<file path="config.mk">
export PLATFORM = sky130hd
export DESIGN_NAME = pfr_recorder
export DESIGN_NICKNAME = d
export VERILOG_FILES = /design/src/hw/pfr_pkg.sv /design/src/hw/pfr_recorder.sv
export SDC_FILE = /design/constraint.sdc
export NUM_CORES = 1
export LEC_CHECK = 0
export ABC_AREA = 1
export BUFFER_PORTS_ARGS = -buffer_cell sky130_fd_sc_hd__buf_2
export CORE_UTILIZATION = 30
export CTS_BUF_LIST = sky130_fd_sc_hd__clkbuf_4
export CTS_CLUSTER_DIAMETER = 80
export DETAILED_ROUTE_END_ITERATION = 7
export PLACE_DENSITY = 0.54
export SETUP_SLACK_MARGIN = 0.4
export SYNTH_ARGS = -nofsm -noshare
export SYNTH_HDL_FRONTEND = slang
export SYNTH_SLANG_ARGS = --single-unit
export TNS_END_PERCENT = 10
</file>
<file path="constraint.sdc">
create_clock -name CLK -period 8.8 [get_ports CLK]
set_input_delay 0.88 -clock CLK [delete_from_list [all_inputs] [get_ports CLK]]
set_output_delay 0.88 -clock CLK [all_outputs]
set_load 0.1 [all_outputs]
</file>
<file path="src/hw/pfr_pkg.sv">
// Shared constants and types of the power-supply fault event recorder
package pfr_pkg;
  // Register byte offsets
  localparam logic [7:0] OFS_STATUS = 8'h00;   // Record state and event total
  localparam logic [7:0] OFS_RTC = 8'h04;      // Real-time clock, seconds since 1970 GMT
  localparam logic [7:0] OFS_CYCLES = 8'h08;   // Mains-loss count low half, request count high half
  localparam logic [7:0] OFS_CRIT = 8'h0C;     // Live packed critical counters
  localparam logic [7:0] OFS_RECORD = 8'h40;   // First word of the saved record
  localparam int REC_BYTES = 38;               // Bytes of one saved record
  localparam int REC_WORDS = 10;               // Words that hold one record
  // Reset value and saturation limits
  localparam logic [31:0] RTC_RESET = 32'h0000_0000;
  localparam logic [15:0] CYCLE_MAX = 16'hFFFF;       // Cycle counters stick here
  localparam logic [3:0] CRIT_MAX = 4'hF;             // Critical counters stick here
  // Byte positions inside the record
  localparam int POS_RTC = 3;        // Bytes 0..2 hold the on-time, kept at zero here
  localparam int POS_AC = 7;
  localparam int POS_REQ = 9;
  localparam int POS_STATUS = 11;
  localparam int POS_TELEM = 17;
  localparam int POS_CRIT = 33;
  // Critical status bit positions
  localparam int CRIT_UV = 0;        // Input under-voltage shutdown
  localparam int CRIT_THERM = 1;     // Thermal shutdown
  localparam int CRIT_OCP = 2;       // Over-current or over-power shutdown
  localparam int CRIT_GEN = 3;       // General failure shutdown
  localparam int CRIT_FAN = 4;       // Fan failure shutdown
  localparam int CRIT_N = 5;
  // AXI responses
  localparam logic [1:0] RESP_OKAY = 2'h0;
  localparam logic [1:0] RESP_SLVERR = 2'h2;

  // Status and telemetry snapshot, each field as presented by the telemetry logic
  typedef struct packed {
    logic [15:0] read_vout;
    logic [15:0] read_pin;
    logic [15:0] read_fan_speed;
    logic [15:0] read_temp_2;
    logic [15:0] read_temp_1;
    logic [15:0] read_iout;
    logic [15:0] read_iin;
    logic [15:0] read_vin;
    logic [7:0] status_fan;
    logic [7:0] status_temp;
    logic [7:0] status_input;
    logic [7:0] status_iout;
    logic [15:0] status_word;
  } pfr_snapshot_type;

  // Saturating critical shutdown counters
  typedef struct packed {
    logic [3:0] fan;
    logic [3:0] general;
    logic [3:0] ocp;
    logic [3:0] thermal;
    logic [3:0] uv;
  } pfr_crit_type;
endpackage

</file>
<file path="src/hw/pfr_recorder.sv">
// Fault event recorder: cycle counters, critical counters, record capture, AXI4-Lite registers
//
// Added by the designer: the placing of the registers and the AXI4-Lite interface to the registers.
`timescale 1ns/100ps

// Behaviour
// - time stamp holds 32-bit whole seconds
// - time stamp counts seconds since 1970 GMT
// - record keeps two-byte mains-loss cycle count
// - mains-loss cycles counted only while request asserted
// - record keeps two-byte request-driven cycle count
// - request cycles counted only with mains present
// - fault copies status and telemetry into record
// - snapshot order: status word, four bytes, readings
// - brief transients may be filtered out of snapshot
// - running critical totals saved in each record
// - critical counters saturate at fifteen
// - critical counts committed on every critical event
// - counter advances when its status bit asserts
// - held status bit counts only once
// - under-voltage count in lower half byte
// - then thermal, overcurrent, general, fan halves
// - record is 38 bytes, most recent event
module pfr_recorder
(
  // Clock and reset
  input wire logic CLK,
  input wire logic RESET,
  // Supply pins, asynchronous to CLK
  input wire logic MAINS_PRESENT,
  input wire logic POWER_ON_REQUEST_N,
  // Fault sources from supply logic on CLK
  input wire logic [4:0] CRIT_STATUS,
  input wire logic FAULT_EVENT,
  input wire pfr_pkg::pfr_snapshot_type SNAPSHOT,
  // Non-volatile commit strobes
  output logic NV_CRIT_COMMIT,
  output logic NV_RECORD_COMMIT,
  // AXI4-Lite write channels
  input wire logic [7:0] S_AXI_AWADDR,
  input wire logic S_AXI_AWVALID,
  output logic S_AXI_AWREADY,
  input wire logic [31:0] S_AXI_WDATA,
  input wire logic [3:0] S_AXI_WSTRB,
  input wire logic S_AXI_WVALID,
  output logic S_AXI_WREADY,
  output logic [1:0] S_AXI_BRESP,
  output logic S_AXI_BVALID,
  input wire logic S_AXI_BREADY,
  // AXI4-Lite read channels
  input wire logic [7:0] S_AXI_ARADDR,
  input wire logic S_AXI_ARVALID,
  output logic S_AXI_ARREADY,
  output logic [31:0] S_AXI_RDATA,
  output logic [1:0] S_AXI_RRESP,
  output logic S_AXI_RVALID,
  input wire logic S_AXI_RREADY
);

  // Pin synchronisers, first stage read only by second
  logic [1:0] mains_sync;
  logic [1:0] req_n_sync;
  logic mains_prev;                   // Previous synchronised mains level
  logic req_n_prev;                   // Previous synchronised request level
  logic mains_lost_armed;             // Mains dropped while request asserted
  logic req_off_armed;                // Request released while mains present
  logic [15:0] ac_cycles;             // Mains-loss power cycles
  logic [15:0] req_cycles;            // Request-driven power cycles
  logic [4:0] crit_prev;              // Last sampled critical status
  logic [4:0] crit_rise;              // First assertion of each critical bit
  pfr_pkg::pfr_crit_type crit_cnt;    // Running critical totals
  logic fault_prev;                   // Last sampled fault event input
  logic capture_pend;                 // Capture due next cycle
  logic [31:0] rtc;                   // Last written clock value
  logic [31:0] rec_words [0:pfr_pkg::REC_WORDS-1]; // Saved record
  logic record_valid;                 // A record has been captured
  logic [7:0] record_total;           // Records captured, saturating
  logic [8*4*pfr_pkg::REC_WORDS-1:0] next_record; // Record image being built
  // Write path state
  logic aw_held;
  logic w_held;
  logic [7:0] aw_addr;
  logic [31:0] w_data;
  logic [3:0] w_strb;
  logic aw_got;
  logic w_got;
  logic wr_fire;
  logic [7:0] wr_addr;
  logic [31:0] wr_data;
  logic [3:0] wr_strb;
  logic next_bvalid;
  logic next_rvalid;

  // Saturating four-bit increment
  function automatic logic [3:0] sat4(input logic [3:0] v, input logic hit);
    sat4 = (hit && v != pfr_pkg::CRIT_MAX) ? v + 4'h1 : v;
  endfunction

  // Saturating sixteen-bit increment
  function automatic logic [15:0] sat16(input logic [15:0] v, input logic hit);
    sat16 = (hit && v != pfr_pkg::CYCLE_MAX) ? v + 16'h0001 : v;
  endfunction

  // Byte-lane merge under write strobes
  function automatic logic [31:0] merge(input logic [31:0] old, input logic [31:0] nw, input logic [3:0] strb);
    for (int i = 0; i < 4; i++)
      merge[8*i +: 8] = strb[i] ? nw[8*i +: 8] : old[8*i +: 8];
  endfunction

  // Two-flop synchronisers for the asynchronous pins
  always_ff @(posedge CLK)
  begin
    if (RESET)
    begin
      mains_sync <= 2'h0;
      req_n_sync <= 2'h3;
    end
    else
    begin
      mains_sync <= {mains_sync[0], MAINS_PRESENT};
      req_n_sync <= {req_n_sync[0], POWER_ON_REQUEST_N};
    end
  end

  // Power cycle tracking; a cycle counts when the supply comes back on
  always_ff @(posedge CLK)
  begin
    if (RESET)
    begin
      mains_prev <= 1'b0;
      req_n_prev <= 1'b1;
      mains_lost_armed <= 1'b0;
      req_off_armed <= 1'b0;
      ac_cycles <= 16'h0000;
      req_cycles <= 16'h0000;
    end
    else
    begin
      mains_prev <= mains_sync[1];
      req_n_prev <= req_n_sync[1];
      // Mains falls while the request holds the supply on
      if (mains_prev && !mains_sync[1] && !req_n_sync[1])
        mains_lost_armed <= 1'b1;
      // Request released mid-outage: not a mains-loss cycle
      else if (req_n_sync[1])
        mains_lost_armed <= 1'b0;
      // Mains returns with the request still asserted
      else if (!mains_prev && mains_sync[1] && mains_lost_armed)
      begin
        mains_lost_armed <= 1'b0;
        ac_cycles <= sat16(ac_cycles, 1'b1);
      end
      // Request released while mains is present
      if (!req_n_prev && req_n_sync[1] && mains_sync[1])
        req_off_armed <= 1'b1;
      // Losing mains during the off time voids the cycle
      else if (!mains_sync[1])
        req_off_armed <= 1'b0;
      // Request asserted again with mains still present
      else if (req_n_prev && !req_n_sync[1] && req_off_armed)
      begin
        req_off_armed <= 1'b0;
        req_cycles <= sat16(req_cycles, 1'b1);
      end
    end
  end

  // Only the first assertion of a held status bit counts
  assign crit_rise = CRIT_STATUS & ~crit_prev;

  // Critical counters; a persisting bit is not counted again
  always_ff @(posedge CLK)
  begin
    if (RESET)
    begin
      crit_prev <= 5'h00;
      crit_cnt <= '0;
      NV_CRIT_COMMIT <= 1'b0;
    end
    else
    begin
      crit_prev <= CRIT_STATUS;
      crit_cnt.uv <= sat4(crit_cnt.uv, crit_rise[pfr_pkg::CRIT_UV]);
      crit_cnt.thermal <= sat4(crit_cnt.thermal, crit_rise[pfr_pkg::CRIT_THERM]);
      crit_cnt.ocp <= sat4(crit_cnt.ocp, crit_rise[pfr_pkg::CRIT_OCP]);
      crit_cnt.general <= sat4(crit_cnt.general, crit_rise[pfr_pkg::CRIT_GEN]);
      crit_cnt.fan <= sat4(crit_cnt.fan, crit_rise[pfr_pkg::CRIT_FAN]);
      // Counters are already updated when the strobe shows them
      NV_CRIT_COMMIT <= |crit_rise;
    end
  end

  // Record image, multi-byte fields low byte first
  always_comb
  begin
    next_record = '0;
    next_record[8*pfr_pkg::POS_RTC +: 32] = rtc;
    next_record[8*pfr_pkg::POS_AC +: 16] = ac_cycles;
    next_record[8*pfr_pkg::POS_REQ +: 16] = req_cycles;
    // Status bytes then readings, as the telemetry logic presents them
    next_record[8*pfr_pkg::POS_STATUS +: $bits(pfr_pkg::pfr_snapshot_type)] = SNAPSHOT;
    // Nibble order uv, thermal, ocp, general, fan, zero
    next_record[8*pfr_pkg::POS_CRIT +: 20] = crit_cnt;
  end

  // Capture one cycle after the event so the counts include it
  always_ff @(posedge CLK)
  begin
    if (RESET)
    begin
      fault_prev <= 1'b0;
      capture_pend <= 1'b0;
      record_valid <= 1'b0;
      record_total <= 8'h00;
      NV_RECORD_COMMIT <= 1'b0;
      for (int i = 0; i < pfr_pkg::REC_WORDS; i++)
        rec_words[i] <= 32'h0000_0000;
    end
    else
    begin
      fault_prev <= FAULT_EVENT;
      capture_pend <= (|crit_rise) | (FAULT_EVENT & ~fault_prev);
      NV_RECORD_COMMIT <= capture_pend;
      // Newest record replaces the old one
      if (capture_pend)
      begin
        record_valid <= 1'b1;
        record_total <= (record_total == 8'hFF) ? record_total : record_total + 8'h01;
        for (int i = 0; i < pfr_pkg::REC_WORDS; i++)
          rec_words[i] <= next_record[32*i +: 32];
      end
    end
  end

  // Write handshake, address and data taken in either order
  always_comb
  begin
    aw_got = aw_held | (S_AXI_AWVALID & S_AXI_AWREADY);
    w_got = w_held | (S_AXI_WVALID & S_AXI_WREADY);
    wr_fire = aw_got & w_got & ~S_AXI_BVALID;
    wr_addr = aw_held ? aw_addr : S_AXI_AWADDR;
    wr_data = w_held ? w_data : S_AXI_WDATA;
    wr_strb = w_held ? w_strb : S_AXI_WSTRB;
    next_bvalid = wr_fire | (S_AXI_BVALID & ~S_AXI_BREADY);
    next_rvalid = (S_AXI_ARVALID & S_AXI_ARREADY) | (S_AXI_RVALID & ~S_AXI_RREADY);
  end

  // Write channel state and the clock register
  always_ff @(posedge CLK)
  begin
    if (RESET)
    begin
      aw_held <= 1'b0;
      w_held <= 1'b0;
      aw_addr <= 8'h00;
      w_data <= 32'h0000_0000;
      w_strb <= 4'h0;
      S_AXI_AWREADY <= 1'b0;
      S_AXI_WREADY <= 1'b0;
      S_AXI_BVALID <= 1'b0;
      S_AXI_BRESP <= pfr_pkg::RESP_OKAY;
      rtc <= pfr_pkg::RTC_RESET;
    end
    else
    begin
      aw_held <= aw_got & ~wr_fire;
      w_held <= w_got & ~wr_fire;
      if (S_AXI_AWVALID && S_AXI_AWREADY)
        aw_addr <= S_AXI_AWADDR;
      if (S_AXI_WVALID && S_AXI_WREADY)
      begin
        w_data <= S_AXI_WDATA;
        w_strb <= S_AXI_WSTRB;
      end
      // One write at a time: ready drops until the response is taken
      S_AXI_AWREADY <= ~(aw_got & ~wr_fire) & ~next_bvalid;
      S_AXI_WREADY <= ~(w_got & ~wr_fire) & ~next_bvalid;
      S_AXI_BVALID <= next_bvalid;
      if (wr_fire)
      begin
        // Only the clock register is writable; other mapped words ignore data
        if (wr_addr[7:2] == pfr_pkg::OFS_RTC[7:2])
        begin
          rtc <= merge(rtc, wr_data, wr_strb);
          S_AXI_BRESP <= pfr_pkg::RESP_OKAY;
        end
        else if (wr_addr[7:2] == pfr_pkg::OFS_STATUS[7:2] || wr_addr[7:2] == pfr_pkg::OFS_CYCLES[7:2] ||
                 wr_addr[7:2] == pfr_pkg::OFS_CRIT[7:2] ||
                 (wr_addr >= pfr_pkg::OFS_RECORD && wr_addr < pfr_pkg::OFS_RECORD + 8'h28))
          S_AXI_BRESP <= pfr_pkg::RESP_OKAY;
        // Holes in the map refuse the write
        else
          S_AXI_BRESP <= pfr_pkg::RESP_SLVERR;
      end
    end
  end

  // Read channel; data is looked up at the address handshake
  always_ff @(posedge CLK)
  begin
    if (RESET)
    begin
      S_AXI_ARREADY <= 1'b0;
      S_AXI_RVALID <= 1'b0;
      S_AXI_RDATA <= 32'h0000_0000;
      S_AXI_RRESP <= pfr_pkg::RESP_OKAY;
    end
    else
    begin
      S_AXI_RVALID <= next_rvalid;
      S_AXI_ARREADY <= ~next_rvalid;
      if (S_AXI_ARVALID && S_AXI_ARREADY)
      begin
        S_AXI_RRESP <= pfr_pkg::RESP_OKAY;
        if (S_AXI_ARADDR[7:2] == pfr_pkg::OFS_STATUS[7:2])
          S_AXI_RDATA <= {16'h0000, record_total, 7'h00, record_valid};
        else if (S_AXI_ARADDR[7:2] == pfr_pkg::OFS_RTC[7:2])
          S_AXI_RDATA <= rtc;
        else if (S_AXI_ARADDR[7:2] == pfr_pkg::OFS_CYCLES[7:2])
          S_AXI_RDATA <= {req_cycles, ac_cycles};
        else if (S_AXI_ARADDR[7:2] == pfr_pkg::OFS_CRIT[7:2])
          S_AXI_RDATA <= {12'h000, crit_cnt};
        // Record words; the last holds two bytes, upper half zero
        else if (S_AXI_ARADDR >= pfr_pkg::OFS_RECORD && S_AXI_ARADDR < pfr_pkg::OFS_RECORD + 8'h28)
          S_AXI_RDATA <= rec_words[4'(S_AXI_ARADDR[7:2] - pfr_pkg::OFS_RECORD[7:2])];
        else
        begin
          S_AXI_RDATA <= 32'h0000_0000;
          S_AXI_RRESP <= pfr_pkg::RESP_SLVERR;
        end
      end
    end
  end

endmodule // pfr_recorder

</file>
# After elaboration in Yosys (flattened, before gate mapping)
# Memories as Yosys holds them, arrays and structs flattened.
# Index checks and enable logic that the tools add are counted.
[op_classes]
n_mux = 36
addsub = 9
n_eq_ne = 15
n_reduce_logical = 36
n_lt_le_gt_ge = 4
n_bitwise = 42
[op_table]
columns = ["operator", "count"]
rows = [
  ["$mux W32", 16],
  ["$add A16 B1 Y16 const B", 2],
  ["$ne A16 B16 Y1 const B", 2],
  ["$eq A6 B2 Y1 const B", 4],
  ["$add A4 B1 Y4 const B", 5],
  ["$ne A4 B4 Y1 const B", 5],
  ["$logic_and A1 B1 Y1", 18],
  ["$ge A8 B7 Y1 const B", 2],
  ["$lt A8 B7 Y1 const B", 2],
  ["$or A1 B1 Y1", 15],
  ["$mux W2", 7],
  ["$not A1 Y1", 13],
  ["$and A1 B1 Y1", 12],
  ["$eq A6 B1 Y1 const B", 2],
  ["$logic_not A6 Y1", 2],
  ["$reduce_and A3 Y1", 4],
  ["$mux W1", 11],
  ["$add A8 B1 Y8 const B", 1],
  ["$eq A8 B8 Y1 const B", 1],
  ["$mux W8", 1],
  ["$reduce_and A4 Y1", 2],
  ["$and A5 B5 Y5", 1],
  ["$not A5 Y5", 1],
  ["$reduce_or A5 Y1", 1],
  ["7 further kinds", 12],
]
[totals]
out_inout_bits = 43
regBits = 197
inputBits = 243
elab_cells = 180
ramBits = 320
memories = 1
[mem_list]
columns = ["memory", "depth", "word_bits", "read_ports", "rd_clocked_by_memory_dff", "write_ports", "line_no", "rtl"]
rows = [
  ["rec_words", 10, 32, 1, 0, 10, "pfr_recorder.sv:75", "logic [31:0] rec_words [0:pfr_pkg::REC_WORDS-1];"],
]

# Logic depth before layout (Yosys ltp)
[logic_depth]
word_depth = 8
mapped_depth = 12
depth_no_buf = 12

# Worst setup path after synthesis
# Ideal clock, no wire load.
[synth_path]
path_kind = "input port to flip-flop"
startpoint = "in RESET"
endpoint = "mem rec_words[0][24], enable pin"
setup_ns = 1.990
path_buffers = 2
path_slack_ns = 1.167
t_required_ns = 6.810
arrival_time_ns = 5.642
path_stages = 4
path_cell_list = "inv_1 > clkbuf_1 > clkbuf_1 > nand2_1"
[synth_lines]
columns = ["item", "line_no", "rtl"]
rows = [
  ["start: declaration", "pfr_recorder.sv:28", "input wire logic RESET,"],
  ["end: declaration", "pfr_recorder.sv:75", ""],
]

==> flow_summary.json <==
{
  "outcome": "finished, final reports clean",
  "cts_sinks": 453,
  "r2r_start": "capture_pend$_SDFF_PP0_",
  "synthMuxAreaShare_pct": 0.0967,
  "die_h_um": 265,
  "period_needed_ns": 3.09,
  "slowest_stage": "nand2_4",
  "top_layer": "met4",
  "critical_path_class": "in -> reg",
  "final_common_cell": "nor2_1",
  "via_per_inst": 4.68,
  "cp_cell_sequence": "buf_2 > buf_4 > inv_2 > nand2_4 > buf_4",
  "drive_gt1_share_pct": 19.4,
  "worstReg2RegEnd": "rec_words[1][17]$_SDFFCE_PN0P_",
  "drv_cap": 0,
  "finalNonFillerCells": 3804,
  "place_hpwl_mm": 48.0,
  "met2_length_mm": 32.5,
  "initial_core_util_pct": 30.6,
  "cts_hold_buf": 0,
  "post-place-cells": 3569,
  "drtIter0Drc": 1580,
  "die_w_um": 265,
  "rsz0062_at_grt": "false",
  "hold_viol_final": 0,
  "setup_viol": 0,
  "clockBufferDepth": 3,
  "final_nets": 3083,
  "cts_buffers": 134,
  "drc": 0,
  "worstPathMaxFanout": 68,
  "root_buffer": "clkbuf_4",
  "post-route-period-util_pct": 35.1,
  "power.leakage_nw": 11.0,
  "ys_seq_area_share_pct": 56.3,
  "antenna_found_initial": 4,
  "ant_nets": 0,
  "synth_xor_area_share_pct": 0.634,
  "cp_common_cell": "buf_4",
  "worst_setup_path_end_kind": "register",
  "hp-class": "in -> reg",
  "first_pass_iters": 5,
  "ys.flop_type": "edfxtp_1",
  "mostFrequentLayoutCells": "577 x nor2_1, 365 x inv_1, 334 x nand2_1",
  "grt_use_total_pct": 19.6,
  "avgSynthCellArea_sq_um": 8.21,
  "critical_path.max_stage_delay_ns": 0.79,
  "crit_buf_inv": 4,
  "htreeDepth": 4,
  "cts_tree": "done",
  "gp_congestion": 0.932,
  "synth_top_family_by_area": "simple AND/OR/NAND/NOR gates",
  "synth-simple-area-share_pct": 21.6,
  "drt-met1-wl_mm": 30.8,
  "ff2ff_path_depth": 5,
  "post_cts_resized": 0,
  "slew_viol_final": 0,
  "finalClockSkew_ns": 0.0776,
  "grt_pass1_vias": 16700,
  "slew_headroom_pct": 30.7,
  "cp-start-kind": "primary input",
  "post_cts_buffers": 0,
  "vdd_drop_max_mv": 0.0889,
  "crit_family": "buffers and inverters",
  "routed_wl_mm": 69.0,
  "holdPathEnd": "req_n_sync[0]$_SDFF_PP1_",
  "holdPathStages": 2,
  "overflow": 0,
  "synth_seq_cells": 453,
  "synth_cells": 2523,
  "via_count": 17800,
  "netlist_area_sq_um": 20700,
  "clk_pin_slew_worst_paths_ns": 0.06,
  "syn_to_final_growth_pct": 18.8,
  "synth_edf_count": 260,
  "insertion_delay_ns": 0.98,
  "grt_max_degree": 120,
  "synth_cell_types": 38,
  "wl_met3_mm": 4.43,
  "r2r_slack_ns": 6.14,
  "setup_tns_ns": 0,
  "yosysWarnings": 0,
  "tightest_slew_ns": 1.04,
  "power_mw": 5.11,
  "async_reset_ff_share_pct": 0,
  "crit_arrival_ns": 3.65,
  "ios": 286,
  "wl_per_cell_um": 18.1,
  "synth-compound-area-share_pct": 11.2,
  "fmax_ghz": 0.324,
  "cp.depth": 5,
  "worstHoldStart": "POWER_ON_REQUEST_N",
  "synth-adder-area-share_pct": 0.483,
  "cp.required_ns": 9.36,
  "rows": 95,
  "power_density_nw_per_um2": 208,
  "grt_pass1_wl_mm": 102,
  "core_area_sq_um": 67800,
  "design.die.area_sq_um": 70100,
  "io_buffers": 279
}
[sequential cells by signal, indices dropped and copies added, names as in the netlist, 4 cells and up]
signal,flops
w_strb,4
rec_words,260
req_cycles,16
w_data,32
crit_prev,5
S_AXI_RDATA,32
record_total,8
crit_cnt,20
ac_cycles,16
aw_addr,6
rtc,32
[synthesized netlist by cell type, types with 10 or more instances]
library cell	count	area, sq um
dfxtp_1	193	3860
nor2_1	578	2170
buf_2	38	190
nand4_1	34	213
nand3_1	68	340
a21oi_1	219	1100
edfxtp_1	260	7810
inv_1	366	1370
inv_2	10	37.5
nand2_1	336	1260
or2_2	21	131
o21ai_0	189	946
nor3b_1	10	75.1
xor2_1	15	131
clkbuf_1	77	289
o211ai_1	15	113
nor3_1	21	105
[worst max-delay path by stage]
stage	slack, ns	to	from
after detailed placement	4.75	rec_words[5][4]$_SDFFCE_PN0P_	RESET
after global placement	4.77	rec_words[4][0]$_SDFFCE_PN0P_	RESET
after CTS	5.78	rec_words[2][5]$_SDFFCE_PN0P_	RESET
after floorplan	1.17	rec_words[0][24]$_SDFFCE_PN0P_	RESET
after global routing	5.58	rec_words[2][5]$_SDFFCE_PN0P_	RESET
final	5.71	rec_words[6][15]$_SDFFCE_PN0P_	RESET
[metal layers]
layer	up-vias	global-route usage (%)
met5	-	0
met4	0	5.98
met3	100	4.41
met2	585	31.6
met1	8331	26.0
li1	8797	-
[cells by family (layout without fill, tap and decap cells)]
| group | after synthesis | in the layout |
|---|---|---|
| fa+ha+maj | 8 | 8 |
| buf+inv | 505 | 907 |
| simple gates | 1093 | 1093 |
| other cells | 1 | 7 |
| compound gates | 446 | 446 |
| flops | 453 | 453 |
| xor+xnor | 15 | 15 |
| mux | 2 | 2 |
[cell type report]
type | instances | area (sq um)
Inverter | 376 | 1420
Fill cell | 7233 | 43100
Multi-Input combinational cell | 1566 | 7060
Sequential cell | 453 | 11700
Antenna cell | 5 | 12.5
Timing Repair Buffer | 301 | 1560
Clock inverter | 30 | 285
Clock buffer | 200 | 1500
Tap cell | 873 | 1090
[metrics by stage]
stage / hold slack [ns] / cell area, sq um / worst slack [ns] / utilization (%)
finish: 0.131 / 24600 / 5.71 / 36.3
global placement: 0.399 / 22800 / 4.77 / 33.7
floorplan: 0.388 / 20700 / 1.17 / -
detailed placement: 0.395 / 22800 / 4.75 / 33.7
global route: 0.0517 / 24600 / 5.58 / 36.3
CTS: 0.0320 / 24600 / 5.78 / 36.3
[where the power goes]
group / switching [mW] / leakage [nW] / internal (mW)
clock network: 0.956 / 1.05 / 1.19
registers: 0.0496 / 4.47 / 2.38
logic: 0.386 / 5.49 / 0.145
total: 1.39 / 11.0 / 3.72
Power figures use the tool's default switching activity.
